--- config.mk ---
export PLATFORM = sky130hd
export DESIGN_NAME = fcs_host
export DESIGN_NICKNAME = d
export VERILOG_FILES = /design/src/inc/fcs_pkg.sv /design/src/logic/fcs_host.sv
export SDC_FILE = /design/constraint.sdc
export NUM_CORES = 1
export LEC_CHECK = 0
export BUFFER_PORTS_ARGS = -buffer_cell sky130_fd_sc_hd__buf_2
export CORE_MARGIN = 2
export CORE_UTILIZATION = 55
export CTS_BUF_LIST = sky130_fd_sc_hd__clkbuf_4 sky130_fd_sc_hd__clkbuf_8
export DETAILED_ROUTE_END_ITERATION = 10
export PLACE_DENSITY = 0.85
export SLEW_MARGIN = 20
export SYNTH_ARGS = -nofsm -noshare
export SYNTH_HDL_FRONTEND = slang
export SYNTH_SLANG_ARGS = --single-unit
--- constraint.sdc ---
create_clock -name clk_i -period 5.46 [get_ports clk_i]
set_clock_uncertainty 0.15 [all_clocks]
set_input_delay 0.546 -clock clk_i [delete_from_list [all_inputs] [get_ports clk_i]]
set_output_delay 0.546 -clock clk_i [all_outputs]
set_load 0.02 [all_outputs]
--- src/inc/fcs_pkg.sv ---
/*
  shared constants for the flash command/status host controller:
  register offsets, field positions, flash command codes, timing counts.
  assumes a 40 MHz system clock and a byte-wide asynchronous flash.
*/
package fcs_pkg;

  // ----------------------------------------------------------------
  // clock and timing
  // ----------------------------------------------------------------
  localparam int CLK_PERIOD_NS = 25;
  localparam int WAKE_TO_READ_NS = 600;   // wake_to_read_interval, plain default
  localparam int WAKE_TO_WRITE_NS = 1000; // wake_to_write_interval, plain default
  localparam int STROBE_NS = 100;         // width of the write strobe phase; read strobe adds two cycles
  localparam int WAKE_READ_CYC = (WAKE_TO_READ_NS + CLK_PERIOD_NS - 1) / CLK_PERIOD_NS;
  localparam int WAKE_WRITE_CYC = (WAKE_TO_WRITE_NS + CLK_PERIOD_NS - 1) / CLK_PERIOD_NS;
  localparam int STROBE_CYC = (STROBE_NS + CLK_PERIOD_NS - 1) / CLK_PERIOD_NS;
  localparam int CNT_W = 8;

  // ----------------------------------------------------------------
  // wishbone register offsets (byte addresses)
  // ----------------------------------------------------------------
  localparam logic [3:0] REG_CTRL = 4'h0;   // write: go/op/powerdown
  localparam logic [3:0] REG_ADDR = 4'h4;   // flash address
  localparam logic [3:0] REG_DATA = 4'h8;   // write data / read data
  localparam logic [3:0] REG_STAT = 4'hc;   // controller status

  // ctrl fields
  localparam int CTRL_GO = 0;
  localparam int CTRL_OP_LO = 1;
  localparam int CTRL_PD = 4;
  // stat fields
  localparam int STAT_BUSY = 0;
  localparam int STAT_RB = 1;
  localparam int STAT_AWAKE = 2;
  localparam int STAT_FLAGS_LO = 8;

  // operations the host can run
  localparam logic [2:0] OP_WRITE_CMD = 3'h0;  // one bus write of data to addr
  localparam logic [2:0] OP_READ = 3'h1;       // one bus read at addr
  localparam logic [2:0] OP_STATUS = 3'h2;     // read status register
  localparam logic [2:0] OP_READ_ARRAY = 3'h3; // issue read-array command

  // flash command codes
  localparam logic [7:0] CMD_READ_ARRAY = 8'hff;
  localparam logic [7:0] CMD_READ_STATUS = 8'h70;

  // status byte bit positions
  localparam int SR_READY = 7;
  localparam int SR_ERASE_SUSP = 6;
  localparam int SR_ERASE_ERR = 5;
  localparam int SR_WRITE_ERR = 4;
  localparam int SR_SUPPLY_ERR = 3;
  localparam int SR_WRITE_SUSP = 2;
  localparam int SR_PROTECT = 1;

  localparam int ADDR_W = 19;
  localparam logic [31:0] RESET_WORD = 32'h0000_0000;

endpackage

--- src/logic/fcs_host.sv ---
/*
  host controller for a byte-wide asynchronous flash: runs single bus
  writes and reads, reads the status byte, manages powerdown_reset_n and
  the wake-up intervals. software reaches it over classic wishbone.
  assumes flash pins go through board buffers; data bus is tristated
  outside this module from the three-signal split.
*/
// Our own choices: the placing of the registers and the Wishbone register port.
// Notes on behaviour
// - lower status bits only trusted once the ready bit reads one
// - after an abort the host reissues the whole command sequence (this module does not: it returns to ST_IDLE and software starts again)
// - host issues read-array before reading the array after programming (left to software via OP_READ_ARRAY; OP_READ does not issue it)
// - writes taken only with write enable and chip enable both low
// - host waits wake intervals after raising reset before read or write
`timescale 1ns/10ps
module fcs_host (
  input wire logic clk_i,           // 40 MHz clock
  input wire logic rst_i,           // sync reset, active high
  // wishbone slave
  input wire logic wb_cyc_i,        // cycle
  input wire logic wb_stb_i,        // strobe
  input wire logic wb_we_i,         // write enable
  input wire logic [3:0] wb_adr_i,  // byte address
  input wire logic [3:0] wb_sel_i,  // byte selects
  input wire logic [31:0] wb_dat_i, // write data
  output logic [31:0] wb_dat_o,     // read data
  output logic wb_ack_o,            // acknowledge
  // flash pins
  output logic [18:0] fl_addr_o,    // flash address
  input wire logic [7:0] fl_dq_i,   // data from flash
  output logic [7:0] fl_dq_o,       // data to flash
  output logic fl_dq_oe_o,          // high while host drives data
  output logic fl_ce_n_o,           // chip enable, active low
  output logic fl_we_n_o,           // write enable, active low
  output logic fl_oe_n_o,           // output enable, active low
  output logic powerdown_reset_n_o, // flash reset/power-down, active low
  input wire logic ready_busy_out_i // flash ready/busy, low busy
);

  // ----------------------------------------------------------------
  // pin input synchronisers
  // ----------------------------------------------------------------
  logic [7:0] dq_s1_r, dq_s2_r;
  logic rb_s1_r, rb_s2_r;
  // two flops on every input pin
  always_ff @(posedge clk_i)
  begin
    dq_s1_r <= fl_dq_i;
    dq_s2_r <= dq_s1_r;
    rb_s1_r <= ready_busy_out_i;
    rb_s2_r <= rb_s1_r;
  end

  // ----------------------------------------------------------------
  // sequencer
  // ----------------------------------------------------------------
  typedef enum logic [5:0] {
    ST_IDLE  = 6'b00_0001,
    ST_SETUP = 6'b00_0010,
    ST_WSTB  = 6'b00_0100,
    ST_RSTB  = 6'b00_1000,
    ST_HOLD  = 6'b01_0000,
    ST_STAT  = 6'b10_0000
  } fcs_state_t;

  fcs_state_t state_r, state_nxt;
  logic [fcs_pkg::CNT_W-1:0] cnt_r, cnt_nxt;
  logic [fcs_pkg::CNT_W-1:0] wake_r, wake_nxt;
  logic [2:0] op_r, op_nxt;
  logic pd_r, pd_nxt;
  logic [18:0] addr_r, addr_nxt;
  logic [7:0] wdata_r, wdata_nxt;
  logic [7:0] rdata_r, rdata_nxt;
  logic [7:0] flags_r, flags_nxt;
  logic [7:0] drive_r, drive_nxt;
  logic ce_n_r, ce_n_nxt, we_n_r, we_n_nxt, oe_n_r, oe_n_nxt, dq_oe_r, dq_oe_nxt;
  logic ack_r, ack_nxt;
  logic [31:0] rd_r, rd_nxt;
  logic wb_req, go;
  logic read_ok, write_ok;

  assign wb_req = wb_cyc_i & wb_stb_i & ~ack_r;
  assign go = wb_req & wb_we_i & (wb_adr_i == fcs_pkg::REG_CTRL) & wb_sel_i[0]
              & wb_dat_i[fcs_pkg::CTRL_GO] & (state_r == ST_IDLE);
  // one wake counter gates reads and writes after the reset pin rises
  assign read_ok = pd_r & (wake_r >= fcs_pkg::CNT_W'(fcs_pkg::WAKE_READ_CYC));
  assign write_ok = pd_r & (wake_r >= fcs_pkg::CNT_W'(fcs_pkg::WAKE_WRITE_CYC));

  // next-state and bus logic
  always_comb
  begin
    state_nxt = state_r;
    cnt_nxt = cnt_r;
    op_nxt = op_r;
    pd_nxt = pd_r;
    addr_nxt = addr_r;
    wdata_nxt = wdata_r;
    rdata_nxt = rdata_r;
    flags_nxt = flags_r;
    drive_nxt = drive_r;
    ce_n_nxt = ce_n_r;
    we_n_nxt = we_n_r;
    oe_n_nxt = oe_n_r;
    dq_oe_nxt = dq_oe_r;
    ack_nxt = wb_req;
    rd_nxt = rd_r;
    wake_nxt = wake_r;
    // wake counter runs while reset pin is high, saturating
    if (!pd_r)
      wake_nxt = '0;
    else if (wake_r != '1)
      wake_nxt = wake_r + 1'b1;
    // register writes
    if (wb_req && wb_we_i)
    begin
      if (wb_adr_i == fcs_pkg::REG_ADDR)
        addr_nxt = wb_dat_i[18:0];
      if (wb_adr_i == fcs_pkg::REG_DATA && wb_sel_i[0])
        wdata_nxt = wb_dat_i[7:0];
      // power-down is taken in any state so it can cut an access short
      if (wb_adr_i == fcs_pkg::REG_CTRL && wb_sel_i[0])
      begin
        pd_nxt = ~wb_dat_i[fcs_pkg::CTRL_PD];
        if (state_r == ST_IDLE)
          op_nxt = wb_dat_i[fcs_pkg::CTRL_OP_LO +: 3];
      end
    end
    // register reads
    if (wb_req && !wb_we_i)
    begin
      case (wb_adr_i)
        fcs_pkg::REG_CTRL: rd_nxt = {27'h000_0000, ~pd_r, 4'h0};
        fcs_pkg::REG_ADDR: rd_nxt = {13'h0000, addr_r};
        fcs_pkg::REG_DATA: rd_nxt = {24'h00_0000, rdata_r};
        fcs_pkg::REG_STAT: rd_nxt = {16'h0000, flags_r, 5'h00, read_ok, rb_s2_r,
                                      state_r != ST_IDLE};
        default: rd_nxt = fcs_pkg::RESET_WORD;
      endcase
    end
    case (state_r)
      ST_IDLE:
      begin
        // go refused while asleep or not yet awake; reads need only read wake
        if (go && (write_ok || (wb_dat_i[fcs_pkg::CTRL_OP_LO +: 3] == fcs_pkg::OP_READ
            && read_ok)))
        begin
          op_nxt = wb_dat_i[fcs_pkg::CTRL_OP_LO +: 3];
          state_nxt = ST_SETUP;
          cnt_nxt = '0;
          ce_n_nxt = 1'b0;
          case (wb_dat_i[fcs_pkg::CTRL_OP_LO +: 3])
            fcs_pkg::OP_WRITE_CMD: drive_nxt = wdata_r;
            fcs_pkg::OP_STATUS: drive_nxt = fcs_pkg::CMD_READ_STATUS;
            fcs_pkg::OP_READ_ARRAY: drive_nxt = fcs_pkg::CMD_READ_ARRAY;
            default: drive_nxt = drive_r;
          endcase
          dq_oe_nxt = (wb_dat_i[fcs_pkg::CTRL_OP_LO +: 3] != fcs_pkg::OP_READ);
        end
      end
      ST_SETUP:
      begin
        if (op_r == fcs_pkg::OP_READ)
        begin
          oe_n_nxt = 1'b0;
          state_nxt = ST_RSTB;
        end
        else
        begin
          we_n_nxt = 1'b0;
          state_nxt = ST_WSTB;
        end
      end
      ST_WSTB:
      begin
        cnt_nxt = cnt_r + 1'b1;
        if (cnt_r == fcs_pkg::CNT_W'(fcs_pkg::STROBE_CYC - 1))
        begin
          we_n_nxt = 1'b1; // command latched on rising write enable
          cnt_nxt = '0;
          state_nxt = ST_HOLD;
        end
      end
      ST_RSTB:
      begin
        cnt_nxt = cnt_r + 1'b1;
        // wait strobe width plus two sync stages before sampling
        if (cnt_r == fcs_pkg::CNT_W'(fcs_pkg::STROBE_CYC + 1))
        begin
          if (op_r == fcs_pkg::OP_STATUS)
            flags_nxt = dq_s2_r[fcs_pkg::SR_READY] ? dq_s2_r : 8'h00;
          else
            rdata_nxt = dq_s2_r;
          oe_n_nxt = 1'b1;
          ce_n_nxt = 1'b1;
          state_nxt = ST_IDLE;
        end
      end
      ST_HOLD:
      begin
        dq_oe_nxt = 1'b0;
        ce_n_nxt = 1'b1;
        if (op_r == fcs_pkg::OP_STATUS)
          state_nxt = ST_STAT;
        else
          state_nxt = ST_IDLE;
      end
      ST_STAT:
      begin
        // read phase of the status op: flash drives the status byte
        ce_n_nxt = 1'b0;
        oe_n_nxt = 1'b0;
        cnt_nxt = '0;
        state_nxt = ST_RSTB;
      end
      default: state_nxt = ST_IDLE;
    endcase
    // powering down mid-operation abandons the access
    if (!pd_nxt)
    begin
      state_nxt = ST_IDLE;
      flags_nxt = 8'h00;
      ce_n_nxt = 1'b1;
      we_n_nxt = 1'b1;
      oe_n_nxt = 1'b1;
      dq_oe_nxt = 1'b0;
    end
  end

  // state registers
  always_ff @(posedge clk_i)
  begin
    if (rst_i)
    begin
      state_r <= ST_IDLE;
      cnt_r <= '0;
      wake_r <= '0;
      op_r <= 3'h0;
      pd_r <= 1'b0;
      addr_r <= 19'h0_0000;
      wdata_r <= 8'h00;
      rdata_r <= 8'h00;
      flags_r <= 8'h00;
      drive_r <= 8'h00;
      ce_n_r <= 1'b1;
      we_n_r <= 1'b1;
      oe_n_r <= 1'b1;
      dq_oe_r <= 1'b0;
      ack_r <= 1'b0;
      rd_r <= fcs_pkg::RESET_WORD;
    end
    else
    begin
      state_r <= state_nxt;
      cnt_r <= cnt_nxt;
      wake_r <= wake_nxt;
      op_r <= op_nxt;
      pd_r <= pd_nxt;
      addr_r <= addr_nxt;
      wdata_r <= wdata_nxt;
      rdata_r <= rdata_nxt;
      flags_r <= flags_nxt;
      drive_r <= drive_nxt;
      ce_n_r <= ce_n_nxt;
      we_n_r <= we_n_nxt;
      oe_n_r <= oe_n_nxt;
      dq_oe_r <= dq_oe_nxt;
      ack_r <= ack_nxt;
      rd_r <= rd_nxt;
    end
  end

  // ----------------------------------------------------------------
  // outputs
  // ----------------------------------------------------------------
  assign wb_ack_o = ack_r;
  assign wb_dat_o = rd_r;
  assign fl_addr_o = addr_r;
  assign fl_dq_o = drive_r;
  assign fl_dq_oe_o = dq_oe_r;
  assign fl_ce_n_o = ce_n_r;
  assign fl_we_n_o = we_n_r;
  assign fl_oe_n_o = oe_n_r;
  assign powerdown_reset_n_o = pd_r;

endmodule

After elaboration in Yosys (flattened, before gate mapping)
Cells that the tools add are included.

Output and inout port bits: 65. Register bits: 132. Word-level logic and storage cells: 120. Bits of input ports: 54.

Bitwise logic cells: 14. Mux-type cells: 29. Add/subtract/negate cells: 2. Reduce and logical (&&, ||, !) cells: 29. Magnitude comparators: 2. Equal/unequal tests: 24.

Operators by type and width (count): case mux 19 bit (4 select lines) (1); case mux 6 bit (6 select lines) (1); case mux 8 bit (4 select lines) (1); 2-to-1 mux 6 bit (4); 2-to-1 mux 8 bit (3); case mux 8 bit (3 select lines) (1); AND reduction 3 bit (7); adder 8 x 1 -> 8 bit, second input constant (2); 2-to-1 mux 3 bit (5); bitwise AND 1 bit (9); == test 3 x 2 -> 1 bit, second input constant (3); == test 4 bit, second input constant (2); == test 8 x 2 -> 1 bit, second input constant (1); == test 8 x 3 -> 1 bit, second input constant (1); greater-or-equal comparator 8 x 5 -> 1 bit, second input constant (1); greater-or-equal comparator 8 x 6 -> 1 bit, second input constant (1); 2-to-1 mux 1 bit (8); inequality test 2 bit, second input constant (4); inequality test 8 bit, second input constant (1); AND reduction 2 bit (4); nonzero test 4 bit (2); == test 3 x 1 -> 1 bit, second input constant (2); == test 6 x 1 -> 1 bit, second input constant (1); == test 6 x 2 -> 1 bit, second input constant (1); other kinds (21) (34).

Longest topological paths before layout
Word-level depth: 10. Depth in mapped cells: 8.

Least setup slack after synthesis
OpenSTA, ideal clock, no wires.

Path type: in2reg. Start point: input wb_dat_i[2]. End point: register drive_r[6] (netlist: fl_dq_o[6]). Library setup time: 79 ps. Path buffers: 2. Arrival: 1962 ps. Data required time: 5231 ps. Stages on the path: 7. Slack: 3269 ps. Path through: buf_6 and4bb_2 o22ai_2 a2111oi_4 buf_6 nor2_1 a211oi_2.

Cells in the longest elaborated chain, start to end: 5. Elaborated cells on any way between the ends: 10. Those cells by class: 3 x eq/ne; 1 x mux; 6 x reduce/logical.

RTL lines: from (decl) (RTL line fcs_host.sv:25) `input wire logic [31:0] wb_dat_i,`; == test 3 x 1 -> 1 bit (RTL line fcs_host.sv:144) `if (go && (write_ok || (wb_dat_i[fcs_pkg::CTRL_OP_LO +: 3] == fcs_pkg::OP_READ`; logical AND 1 bit (RTL line fcs_host.sv:145) `&& read_ok)))`; logical OR 1 bit (RTL line fcs_host.sv:144); logical AND 1 bit (RTL line fcs_host.sv:144); AND reduction 3 bit (no source line); to (signal assigned) (RTL line fcs_host.sv:262) `drive_r <= drive_nxt;`; to (decl) (RTL line fcs_host.sv:75) `logic [7:0] drive_r, drive_nxt;`.

Parallel ways exist; a longest one is shown, timed or not. A chain may end at the register's enable or synchronous reset.

Worst setup path after layout
Start point: input wb_adr_i[2]. End point: register addr_r[5] (netlist: fl_addr_o[5]).

Cells in the longest elaborated chain, start to end: 2.

RTL lines: from (decl) (RTL line fcs_host.sv:23) `input wire logic [3:0] wb_adr_i,`; == test 4 x 3 -> 1 bit (RTL line fcs_host.sv:116) `if (wb_adr_i == fcs_pkg::REG_ADDR)`; AND reduction 2 bit (no source line); to (signal assigned) (RTL line fcs_host.sv:258) `addr_r <= addr_nxt;`; to (decl) (RTL line fcs_host.sv:71) `logic [18:0] addr_r, addr_nxt;`.

No other way between the ends.

==> impl_metrics.yaml <==
routing:
  drtIter0Drc: 313
  wirelength_mm: 12.0
  vias: 4466
  firstDrtPassIters: 6
  viasPerCell: 5.87
  drt-wirelength-per-cell_um: 15.8
  ant_nets: 0
  drc: 0
min_path:
  hp-class: "in2reg"
synthesis:
  avgSynthCellArea_um2: 8.70
  synth-seq-cells: 119
  yosysTopAreaCell: "dfxtp_1"
  async_flop_share: 0
  synth_most_common_cell: "dfxtp_1"
  synth_top_family_by_area: "simple AND/OR/NAND/NOR gates"
  synth.mux.area_fraction: 0.0226
  synth.distinct_cells: 64
  synth_fa_ha_area_frac: 0.0101
  synth_seq_area_share: 0.483
  syn-cell-area_um2: 4930
  synth_ff_type: "dfxtp_1"
  yosys-top-cells-count: "dfxtp_1 (119), nand2_1 (79), nor2_1 (67)"
  yosys_warnings: 0
  synthSimpleGateAreaFrac: 0.226
  synthCells: 567
  yosysTopAreaCellShare: 0.483
  synth_xor_area_frac: 0.0124
  ys_top_cells_by_area: "dfxtp_1 (48%), nand2_1 (6.0%), a21oi_1 (6.0%)"
  synth_edf_count: 0
  synth_compound_area_frac: 0.186
layout:
  final_cell_count_no_fill: 761
  ff_latch_area_um2: 2380
  fillerInstances: 678
  nNetsFinal: 701
  multi_input_area_um2: 2310
  drive_above_1_share: 0.213
  syn_to_final_growth_pct: 16.8
  diodes: 0
  fin_util: 0.661
critical_path:
  crit_required_ps: 5590
  crit_chain: "buf_2, nor2b_1, and2_1, nand2_1, nand2_1, a21oi_1"
  crit_path_end_kind: "flop"
  path_class: "in2reg"
  crit_fanout: 19
  path_common_cell: "nand2_1"
  slowest_delay_ps: 530
  crit_path_start_kind: "input pin"
  cp_slowest_cell: "nor2b_1"
  arrival_ps: 2610
placed_design:
  dpl.hpwl_mm: 8.22
  port_buffers: 89
  place.gp.congestion: 0.913
  dp_cells: 732
clocking:
  post-cts-setup-buffer-count: 0
  cts_resized: 0
  root_buffer: "clkbuf_8"
  htreeDepth: 4
  holdBufCountCts: 0
  worstSkewPairLatency_ps: 440
  cts.sinks: 119
  clk_pin_slew_worst_paths_ps: 60
  cts_buffer_depth: 2
  cts_made_buffers: 17
  cts_tree: "done"
floorplanning:
  die_h_um: 98.7
  rows: 34
  die_w_um: 98.7
  dieArea_um2: 9750
  core-area_um2: 8720
  ioPinCount: 119
  start_util: 0.566
outcome:
  status: "complete, no violations"
timing:
  finalHoldViolations: 0
  slew_violations: 0
  period_share: 0.455
  fmax_mhz: 403
  fin_tns_setup_ps: 0
  grt_setup_unrepaired: "false"
  tightest_slew_ps: 865
  period_minus_slack_ps: 2480
  relSlewSlack: 0.424
  setup_viol: 0
grt:
  grt_pass1_wl_mm: 19.6
  grt_pass1_vias: 4188
  grt_use_total: 0.247
  grt_max_degree: 78
  grt_overflow_total: 0
  antenna_found_initial: 0
flow_run:
  cap_violations: 0
pwr:
  peakVddDrop_uv: 209
  power_density_nw_per_um2: 318
  power_mw: 1.83
  p_leak_nw: 2.27
worst paths after layout:
check | startpoint | to | slack (ps) | cells past startpoint
setup reg to reg | state_r[5] | fl_dq_o[1] | 3030 | 5
setup / recovery | wb_adr_i[2] | fl_addr_o[5] | 2980 | 6
hold / removal | fl_dq_i[3] | dq_s1_r[3] | 60 | 1
hold reg to reg | rb_s1_r | rb_s2_r | 170 | 0
power breakdown:
part	internal (mW)	switching [mW]	leakage, nW
clock	0.531	0.341	0.217
combinational	0.0225	0.0504	1.08
sequential	0.879	0.00666	0.966
layout by cell type (no fill, tap or decap), types with 4 or more instances in the layout:
master and instances:
a221oi_1 8, clkbuf_8 20, xor2_1 5, buf_4 4, nand4_1 4, o211ai_1 4, ha_1 4, a21oi_1 59
conb_1 13, bufinv_16 4, and3_1 10, nand2_1 79, dfxtp_1 119, nor3_1 17, a311oi_1 7, a21o_1 8
a211oi_1 9, inv_1 9, nand3_1 24, nor2_1 67, mux2i_1 10, o21ai_0 6, nand2b_1 4, a22oi_1 10
buf_2 89
layer usage:
metal,GRT usage,share of wire
met5,0,0
met4,0.0969,0.021
met3,0.0560,0.068
met2,0.406,0.49
met1,0.316,0.42
final cells by class:
type / instances / area share
clock buffer: 21 / 0.0491
clock inverter: 8 / 0.0254
inverter: 9 / 0.00586
multi-input combinational: 403 / 0.400
sequential: 119 / 0.413
tap: 108 / 0.0235
timing repair buffer: 93 / 0.0825
metrics by stage:
stage | hold WS (ps) | setup WS, ps | area, µm²
floorplan | 160 | 3270 | 4980
global placement | 161 | 2700 | 5330
detailed placement | 162 | 2570 | 5330
CTS | 53.8 | 3010 | 5760
global route | 57.5 | 2750 | 5760
finish | 62.1 | 2980 | 5760
cells by family (layout without fill, tap and decap cells):
logic type	count (synthesis)	in the layout
flip-flops	119	119
multiplexers	11	11
other	1	13
XOR/XNOR	7	7
buffers and inverters	57	131
AND/OR/NAND/NOR	235	235
adder cells (fa/ha/maj)	4	4
AO/OA/AOI/OAI	133	133
worst max-delay path: cells and delay by family:
kind	cells	cell delay [ps]
compound gates	1	90
buf+inv	1	220
simple gates	4	1750
No activity file was read; power rests on OpenSTA's default activity.
